===== src/core/plt_pkg.sv =====
// package for the protocol linked timer: register map, fields, reset values
// assumes a 32-bit apb slave port; registers hold 8 bits in the low lanes
package plt_pkg;
   // ----------------------------------------
   // register offsets (byte addresses = index * 4)
   // ----------------------------------------
   localparam logic [7:0] TIMER_MODE_IDX = 8'h2A;
   localparam logic [7:0] PRESCALE_IDX = 8'h2B;
   localparam logic [7:0] RELOAD_HI_IDX = 8'h2C;
   localparam logic [7:0] RELOAD_LO_IDX = 8'h2D;
   localparam logic [7:0] COUNT_HI_IDX = 8'h2E;
   localparam logic [7:0] COUNT_LO_IDX = 8'h2F;
   localparam logic [7:0] CONTROL_IDX = 8'h30;
   localparam logic [7:0] STATUS_IDX = 8'h31;
   localparam logic [7:0] IRQ_STATUS_IDX = 8'h32;
   localparam logic [7:0] IRQ_MASK_IDX = 8'h33;
   // ----------------------------------------
   // field positions
   // ----------------------------------------
   localparam int AUTO_START_BIT = 7;
   localparam int GATE_SEL_LSB = 5;
   localparam int AUTO_RELOAD_BIT = 4;
   localparam int STOP_NOW_BIT = 0;
   localparam int START_NOW_BIT = 1;
   localparam int EVEN_DIV_BIT = 2;
   localparam int MULTI_FRAME_BIT = 3;
   localparam int RUNNING_BIT = 0;
   localparam int IRQ_ZERO_BIT = 0;
   localparam int IRQ_START_BIT = 1;
   localparam int IRQ_STOP_BIT = 2;
   localparam int IRQ_W = 3;
   // ----------------------------------------
   // reset values and counts
   // ----------------------------------------
   localparam logic [7:0] REG_RESET = 8'h00;
   localparam logic [15:0] COUNT_RESET = 16'h0000;
   localparam logic [11:0] PRESCALE_RESET = 12'h000;
   localparam logic [3:0] RX_STOP_BITS = 4'h5;
   // gate source codes
   localparam logic [1:0] GATE_NONE = 2'b00;
   localparam logic [1:0] GATE_PIN = 2'b01;
   localparam logic [1:0] GATE_AUX = 2'b10;
   typedef enum logic [2:0]
   {
      ST_IDLE = 3'b001,
      ST_RUN = 3'b010,
      ST_DONE = 3'b100
   } plt_state_t;
endpackage


===== src/core/plt_prescaler.sv =====
// tick divider for the timer: one pulse every 2*p+1 or 2*p+2 clocks
// assumes clear is pulsed on each timer start so the first tick is a full period
`timescale 1ns/1ps
module plt_prescaler
(
   input wire logic clk,
   input wire logic rst,
   input wire logic clear,
   input wire logic enable,
   input wire logic [11:0] prescale,
   input wire logic evenDiv,
   output logic tick
);
   import plt_pkg::*;
   logic [12:0] div_r;
   logic [12:0] lastCount;
   logic atLast;
   // period minus one: 2p for odd divide, 2p+1 for even divide
   assign lastCount = {prescale, evenDiv};
   assign atLast = (div_r == lastCount);
   always_ff @(posedge clk)
   begin
      if (rst || clear)
      begin
         div_r <= 13'h0000;
         tick <= 1'b0;
      end
      else if (enable)
      begin
         div_r <= atLast ? 13'h0000 : div_r + 13'h0001;
         tick <= atLast;
      end
      else
      begin
         tick <= 1'b0;
      end
   end
endmodule


===== src/core/plt_timer.sv =====
// protocol linked count-down timer with apb register access and one irq line
// assumes txEnd and rxBit are one-cycle pulses from same-clock protocol logic;
// gate pins are asynchronous and are synchronised here
`timescale 1ns/1ps
module plt_timer
(
   input wire logic clk,
   input wire logic rst,
   input wire logic psel,
   input wire logic penable,
   input wire logic pwrite,
   input wire logic [11:0] paddr,
   input wire logic [31:0] pwdata,
   output logic [31:0] prdata,
   output logic pready,
   output logic pslverr,
   input wire logic txEnd,
   input wire logic rxBit,
   input wire logic rxFrameStart,
   input wire logic gateInputPin,
   input wire logic auxiliaryPinOne,
   output logic timerRunningFlag,
   output logic timerZeroIrqFlag,
   output logic irq
);
   import plt_pkg::*;
   // ----------------------------------------
   // decode helper
   // ----------------------------------------
   function automatic logic hitReg(input logic [11:0] addr, input logic [7:0] idx);
      hitReg = (addr == {2'b00, idx, 2'b00});
   endfunction
   // ----------------------------------------
   // registers and state
   // ----------------------------------------
   logic [7:0] timerMode_r;
   logic [7:0] prescaleLow_r;
   logic [7:0] reloadHi_r;
   logic [7:0] reloadLo_r;
   logic [7:0] control_r;
   logic [15:0] count_r;
   logic [15:0] count_nxt;
   logic [IRQ_W-1:0] irqStatus_r;
   logic [IRQ_W-1:0] irqStatus_nxt;
   logic [IRQ_W-1:0] irqMask_r;
   logic [3:0] rxBits_r;
   plt_state_t state_r;
   plt_state_t state_nxt;
   logic gatePinMeta_r;
   logic gatePinSync_r;
   logic auxPinMeta_r;
   logic auxPinSync_r;
   // ----------------------------------------
   // apb decode
   // ----------------------------------------
   wire access = psel && penable;
   // a write lands only at the edge where the master samples ready
   wire wrEn = access && pwrite && pready;
   wire wrMode = wrEn && hitReg(paddr, TIMER_MODE_IDX);
   wire wrPre = wrEn && hitReg(paddr, PRESCALE_IDX);
   wire wrRelHi = wrEn && hitReg(paddr, RELOAD_HI_IDX);
   wire wrRelLo = wrEn && hitReg(paddr, RELOAD_LO_IDX);
   wire wrCtrl = wrEn && hitReg(paddr, CONTROL_IDX);
   wire wrIrqSt = wrEn && hitReg(paddr, IRQ_STATUS_IDX);
   wire wrIrqMk = wrEn && hitReg(paddr, IRQ_MASK_IDX);
   wire mapped = hitReg(paddr, TIMER_MODE_IDX) || hitReg(paddr, PRESCALE_IDX)
      || hitReg(paddr, RELOAD_HI_IDX) || hitReg(paddr, RELOAD_LO_IDX)
      || hitReg(paddr, COUNT_HI_IDX) || hitReg(paddr, COUNT_LO_IDX)
      || hitReg(paddr, CONTROL_IDX) || hitReg(paddr, STATUS_IDX)
      || hitReg(paddr, IRQ_STATUS_IDX) || hitReg(paddr, IRQ_MASK_IDX);
   // ----------------------------------------
   // mode fields
   // ----------------------------------------
   wire autoStartEnable = timerMode_r[AUTO_START_BIT];
   wire [1:0] gateSourceSelect = timerMode_r[GATE_SEL_LSB +: 2];
   wire autoReloadEnable = timerMode_r[AUTO_RELOAD_BIT];
   wire [11:0] prescaleValue = {timerMode_r[3:0], prescaleLow_r};
   wire evenDivideSelect = control_r[EVEN_DIV_BIT];
   wire multiFrameReceive = control_r[MULTI_FRAME_BIT];
   wire [15:0] reloadValue = {reloadHi_r, reloadLo_r};
   // stop-now and start-now are self-clearing strobes, never stored
   wire stopNow = wrCtrl && pwdata[STOP_NOW_BIT];
   wire startNow = wrCtrl && pwdata[START_NOW_BIT];
   // ----------------------------------------
   // gating: code 11 treated as never enabled
   // ----------------------------------------
   wire gateOpen = (gateSourceSelect == GATE_NONE)
      || (gateSourceSelect == GATE_PIN && gatePinSync_r)
      || (gateSourceSelect == GATE_AUX && auxPinSync_r);
   // ----------------------------------------
   // protocol events
   // ----------------------------------------
   wire autoStart = autoStartEnable && txEnd;
   wire fifthBit = rxBit && (rxBits_r == RX_STOP_BITS - 4'h1);
   wire autoStop = autoStartEnable && !multiFrameReceive && fifthBit;
   wire startEv = autoStart || startNow;
   wire running = (state_r == ST_RUN);
   logic tick;
   plt_prescaler prescaler
   (
      .clk(clk),
      .rst(rst),
      .clear(startEv),
      .enable(running && gateOpen),
      .prescale(prescaleValue),
      .evenDiv(evenDivideSelect),
      .tick(tick)
   );
   // ----------------------------------------
   // next state and count
   // ----------------------------------------
   always_comb
   begin
      state_nxt = state_r;
      count_nxt = count_r;
      irqStatus_nxt = irqStatus_r;
      if (wrIrqSt)
      begin
         irqStatus_nxt = irqStatus_r & ~pwdata[IRQ_W-1:0];
      end
      if (stopNow || autoStop)
      begin
         state_nxt = ST_IDLE;
         if (running)
         begin
            irqStatus_nxt[IRQ_STOP_BIT] = 1'b1;
         end
      end
      else if (startEv)
      begin
         state_nxt = ST_RUN;
         count_nxt = reloadValue;
         irqStatus_nxt[IRQ_START_BIT] = 1'b1;
      end
      else if (running && tick)
      begin
         if (count_r == COUNT_RESET)
         begin
            irqStatus_nxt[IRQ_ZERO_BIT] = 1'b1;
            if (autoReloadEnable)
            begin
               count_nxt = reloadValue;
            end
            else
            begin
               state_nxt = ST_DONE;
            end
         end
         else
         begin
            count_nxt = count_r - 16'h0001;
         end
      end
   end
   // ----------------------------------------
   // read mux
   // ----------------------------------------
   logic [7:0] rdByte;
   always_comb
   begin
      case (1'b1)
         hitReg(paddr, TIMER_MODE_IDX): rdByte = timerMode_r;
         hitReg(paddr, PRESCALE_IDX): rdByte = prescaleLow_r;
         hitReg(paddr, RELOAD_HI_IDX): rdByte = reloadHi_r;
         hitReg(paddr, RELOAD_LO_IDX): rdByte = reloadLo_r;
         hitReg(paddr, COUNT_HI_IDX): rdByte = count_r[15:8];
         hitReg(paddr, COUNT_LO_IDX): rdByte = count_r[7:0];
         hitReg(paddr, CONTROL_IDX): rdByte = control_r;
         hitReg(paddr, STATUS_IDX): rdByte = {7'h00, timerRunningFlag};
         hitReg(paddr, IRQ_STATUS_IDX): rdByte = {5'h00, irqStatus_r};
         hitReg(paddr, IRQ_MASK_IDX): rdByte = {5'h00, irqMask_r};
         default: rdByte = 8'h00;
      endcase
   end
   // ----------------------------------------
   // gate pin synchronisers
   // ----------------------------------------
   always_ff @(posedge clk)
   begin
      gatePinMeta_r <= gateInputPin;
      gatePinSync_r <= gatePinMeta_r;
      auxPinMeta_r <= auxiliaryPinOne;
      auxPinSync_r <= auxPinMeta_r;
   end
   // ----------------------------------------
   // host registers
   // ----------------------------------------
   always_ff @(posedge clk)
   begin
      if (rst)
      begin
         timerMode_r <= REG_RESET;
         prescaleLow_r <= REG_RESET;
         reloadHi_r <= REG_RESET;
         reloadLo_r <= REG_RESET;
         control_r <= REG_RESET;
         irqMask_r <= '0;
      end
      else
      begin
         if (wrMode) timerMode_r <= pwdata[7:0];
         if (wrPre) prescaleLow_r <= pwdata[7:0];
         if (wrRelHi) reloadHi_r <= pwdata[7:0];
         if (wrRelLo) reloadLo_r <= pwdata[7:0];
         if (wrCtrl) control_r <= {4'h0, pwdata[MULTI_FRAME_BIT], pwdata[EVEN_DIV_BIT], 2'b00};
         if (wrIrqMk) irqMask_r <= pwdata[IRQ_W-1:0];
      end
   end
   // ----------------------------------------
   // timer core state
   // ----------------------------------------
   always_ff @(posedge clk)
   begin
      if (rst)
      begin
         state_r <= ST_IDLE;
         count_r <= COUNT_RESET;
         irqStatus_r <= '0;
      end
      else
      begin
         state_r <= state_nxt;
         count_r <= count_nxt;
         irqStatus_r <= irqStatus_nxt;
      end
   end
   // received bits since the last timer start or frame start, saturating at the stop count
   always_ff @(posedge clk)
   begin
      if (rst || startEv || rxFrameStart)
      begin
         rxBits_r <= 4'h0;
      end
      else if (rxBit && rxBits_r != RX_STOP_BITS)
      begin
         rxBits_r <= rxBits_r + 4'h1;
      end
   end
   // ----------------------------------------
   // registered outputs and apb answer
   // ----------------------------------------
   always_ff @(posedge clk)
   begin
      if (rst)
      begin
         timerRunningFlag <= 1'b0;
         timerZeroIrqFlag <= 1'b0;
         irq <= 1'b0;
         prdata <= 32'h0000_0000;
         pready <= 1'b0;
         pslverr <= 1'b0;
      end
      else
      begin
         // gated: running only while the gate lets the count proceed
         timerRunningFlag <= (state_nxt == ST_RUN) && gateOpen;
         timerZeroIrqFlag <= irqStatus_nxt[IRQ_ZERO_BIT];
         irq <= |(irqStatus_nxt & irqMask_r);
         // one wait state keeps every output registered
         pready <= psel && penable && !pready;
         pslverr <= psel && penable && !pready && !mapped;
         prdata <= {24'h00_0000, rdByte};
      end
   end
endmodule


===== config.mk =====
export PLATFORM = sky130hd
export DESIGN_NAME = plt_timer
export DESIGN_NICKNAME = d
export VERILOG_FILES = /design/src/core/plt_pkg.sv /design/src/core/plt_prescaler.sv /design/src/core/plt_timer.sv
export SDC_FILE = /design/constraint.sdc
export NUM_CORES = 1
export LEC_CHECK = 0
export ABC_AREA = 1
export BUFFER_PORTS_ARGS = -buffer_cell sky130_fd_sc_hd__buf_2
export CORE_UTILIZATION = 45
export CTS_CLUSTER_DIAMETER = 80
export DETAILED_ROUTE_END_ITERATION = 10
export HOLD_SLACK_MARGIN = 0.06
export PLACE_DENSITY = 0.75
export SYNTH_ARGS = -nofsm -noshare
export SYNTH_HDL_FRONTEND = slang
export SYNTH_SLANG_ARGS = --single-unit

===== constraint.sdc =====
create_clock -name clk -period 2.3 [get_ports clk]
set_input_delay 0.345 -clock clk [delete_from_list [all_inputs] [get_ports clk]]
set_output_delay 0.345 -clock clk [all_outputs]
set_load 0.02 [all_outputs]

==> flow_summary.toml <==
[clocking]
clkSlewWorstSetupHoldPaths_ps = 70
clkLatencyLatePin_ps = 360
tritoncts = "built"
post_cts_hold_buffer_count = 0
ctsResizeCount = 0
clock-root-buffer = "sky130_fd_sc_hd__clkbuf_16"
cts.sink_count = 93
clock_path_buffers = 2
cts_inserted_buffers = 9
htree_num_levels = 3
postCtsSetupBuffers = 0

[cells_and_area]
finish.cell_count_without_fillers = 975
antenna-diode-count = 0
drive_above_1_share = 0.144
fillers = 1131
area_growth_pct = 11.9
final_area_mm2 = 0.00596
core_util_final = 0.520
nNetsFinal = 886

[global_routing]
grt_first_pass_wirelength_mm = 22.4
grt.total_usage = 0.229
grt_max_degree = 40
antenna_found_initial = 0
first_global_vias = 4592
grt_remaining_overflow = 0

[place]
gp_routability_congestion = 0.924
count_of_port_buffers_added_during_placement = 42
place_hpwl_mm = 10.3
place_area_mm2 = 0.00564
dp.cells = 959
pre_cts_slack_ps = 147

[floorplanning]
num_io_pins = 91
coreArea_mm2 = 0.0115
initial_core_util = 0.465
die_height_um = 111
dieArea_mm2 = 0.0123
std_cell_rows = 39
width_of_the_die_um = 111

[synth]
synth-seq-area-share = 0.349
synth-seq-cells = 93
synth.distinct_cells = 46
synthesis.area_mm2 = 0.00533
dominantRegCellSynth = "sky130_fd_sc_hd__dfxtp_1"
yosys_warnings = 0
avgSynthCellArea_um2 = 6.81
postSynth.asyncResetShare = 0
number_of_enable_type_register_cells_in_the_synthesized_netlist = 0
netlist_instances = 782

[route]
remaining_drc_errors = 0
drt_first_pass_iters = 5
total_detailed_routing_wirelength_mm = 13.7
route.detailed.wl_per_inst_um = 14.1
via_total_after_detailed_routing = 5066
drtIter0Drc = 414
routed_via_density = 5.20
detail-route-antenna-nets = 0

[power_and_ir_drop]
cellPowerDensity_mw_per_mm2 = 575
max-vdd-ir-drop_v = 0.000422
leakage_nw = 2.60
cellInternalPower_mw = 2.62
power.clock.fraction = 0.480
switching_power_mw = 0.807
share_seq_of_total_power = 0.472
power.share.combinational = 0.048
power.switching_fraction = 0.235

[timing]
timing.fmax_mhz = 495
hold_viol = 0
worst_slack_ps = 280
setup_violations = 0
final.setup_skew_ps = 7.76
finalMaxSlewViolations = 0
fin_tns_setup_ps = 0
unrepaired_setup_endpoints_after_global_routing = "no"
finalWorstPathRequiredPeriod_ps = 2020
ratio_of_final_minimum_period_to_clock_period = 0.878

[critical_path]
worst_r2r_path_depth = 13
timing.critical_path.arrival_ps = 2300
timing.critical_path.required_ps = 2580
cp-end-kind = "flip-flop"
worstPathMaxFanout = 20
setup_crit_start_kind = "flip-flop"
worst-setup-path-type = "flip-flop to flip-flop"

[job]
maxCapViolCount = 0

[status]
status = "finished clean"

[hold_path]
hold_depth = 1
min-delay-path-class = "input pin to flip-flop"
-- critical path, stage by stage (launching register included) --
cell	delay (ps)
sky130_fd_sc_hd__dfxtp_1	360
sky130_fd_sc_hd__inv_1	100
sky130_fd_sc_hd__ha_1	160
sky130_fd_sc_hd__inv_1	90
sky130_fd_sc_hd__nor2_2	140
sky130_fd_sc_hd__inv_1	60
sky130_fd_sc_hd__nor2_2	110
sky130_fd_sc_hd__nand2_1	140
sky130_fd_sc_hd__nor3_2	210
sky130_fd_sc_hd__nor2_2	80
sky130_fd_sc_hd__buf_12	150
sky130_fd_sc_hd__inv_4	160
sky130_fd_sc_hd__nand2_1	70
sky130_fd_sc_hd__a21oi_1	120
-- cell families after synthesis --
kind of cell | Yosys count | synth area share
simple gates | 352 | 0.308
compound gates | 156 | 0.158
buf+inv | 149 | 0.129
flops | 93 | 0.349
xor+xnor | 26 | 0.0427
fa+ha+maj | 5 | 0.0117
other cells | 1 | 0.000704
-- cells in the final DEF (no fill, tap or decap), types with 4 or more instances in the layout --
| cell type | count |
|---|---|
| sky130_fd_sc_hd__xnor2_1 | 6 |
| sky130_fd_sc_hd__nor2_2 | 22 |
| sky130_fd_sc_hd__nor2_1 | 70 |
| sky130_fd_sc_hd__nor4_1 | 4 |
| sky130_fd_sc_hd__a31oi_1 | 6 |
| sky130_fd_sc_hd__a21oi_1 | 63 |
| sky130_fd_sc_hd__nand4_1 | 4 |
| sky130_fd_sc_hd__dfxtp_1 | 93 |
| sky130_fd_sc_hd__inv_1 | 95 |
| sky130_fd_sc_hd__ha_1 | 5 |
| sky130_fd_sc_hd__buf_4 | 12 |
| sky130_fd_sc_hd__nor3_1 | 29 |
| sky130_fd_sc_hd__inv_2 | 7 |
| sky130_fd_sc_hd__conb_1 | 24 |
| sky130_fd_sc_hd__o21ai_0 | 71 |
| sky130_fd_sc_hd__buf_2 | 42 |
| sky130_fd_sc_hd__nand3_1 | 57 |
| sky130_fd_sc_hd__xor2_1 | 20 |
| sky130_fd_sc_hd__nand2_2 | 4 |
| sky130_fd_sc_hd__nand2_1 | 146 |
| sky130_fd_sc_hd__clkbuf_16 | 9 |
-- synth_stat cells (7+ instances only) --
library cell | instances | area, um2
sky130_fd_sc_hd__clkbuf_1 | 11 | 41.3
sky130_fd_sc_hd__inv_1 | 95 | 357
sky130_fd_sc_hd__nand2_1 | 146 | 548
sky130_fd_sc_hd__a21oi_1 | 63 | 315
sky130_fd_sc_hd__nor2_1 | 70 | 263
sky130_fd_sc_hd__dfxtp_1 | 93 | 1860
sky130_fd_sc_hd__inv_2 | 7 | 26.3
sky130_fd_sc_hd__xor2_1 | 20 | 175
sky130_fd_sc_hd__nand3_1 | 57 | 285
sky130_fd_sc_hd__o21ai_0 | 71 | 355
sky130_fd_sc_hd__nor3_1 | 29 | 145
sky130_fd_sc_hd__buf_4 | 24 | 180
sky130_fd_sc_hd__nor2_2 | 22 | 138
-- path summary, 6_finish.rpt --
kind / to / slack, ps / start
hold reg to reg: gatePinSync_r / 330 / gatePinMeta_r
setup / recovery: count_r[2] / 280 / count_r[0]
hold / removal: gatePinMeta_r / 90 / gateInputPin
setup reg to reg: count_r[2] / 280 / count_r[0]
-- area by class of cell --
type	instances	area [um2]	area share
Multi-Input combinational cell	563	2860	0.480
Sequential cell	93	1860	0.312
Inverter	104	393	0.0659
Timing Repair Buffer	56	340	0.0571
Clock buffer	10	229	0.0384
Tap cell	143	179	0.0300
Clock inverter	6	95.1	0.0160
-- per-stage QoR --
step | hold slack [ps] | total power, mW
finish | 89.8 | 3.43
floorplan | 310 | 1.78
global placement | 311 | 1.82
detailed placement | 312 | 1.82
global route | 82.1 | 3.52
CTS | 79.5 | 3.45
-- power by group through the flow --
stage / combinational (mW) / sequential, mW / clock, mW
2_1_floorplan: 0.125 / 1.66 / 0
3_3_place_gp: 0.162 / 1.66 / 0
3_5_place_dp: 0.163 / 1.66 / 0
4_1_cts: 0.164 / 1.62 / 1.66
5_1_grt: 0.180 / 1.62 / 1.72
6_report: 0.165 / 1.62 / 1.64
-- state kept, by name (all words and copies together), names as in the netlist, 4 cells and up --
signal	count
count_r	16
rxBits_r	4
reloadLo_r	8
prescaleLow_r	8
timerMode_r	8
prdata	8
reloadHi_r	8
prescaler.div_r	13
-- per-layer routing --
layer,global-route usage,up-vias,routed length [um]
met5,0,-,0
met4,0.103,0,393
met3,0.0432,28,871
met2,0.372,157,6230
met1,0.294,2291,6210
li1,-,2590,-
Note: power is estimated with default switching activity, not from simulation.
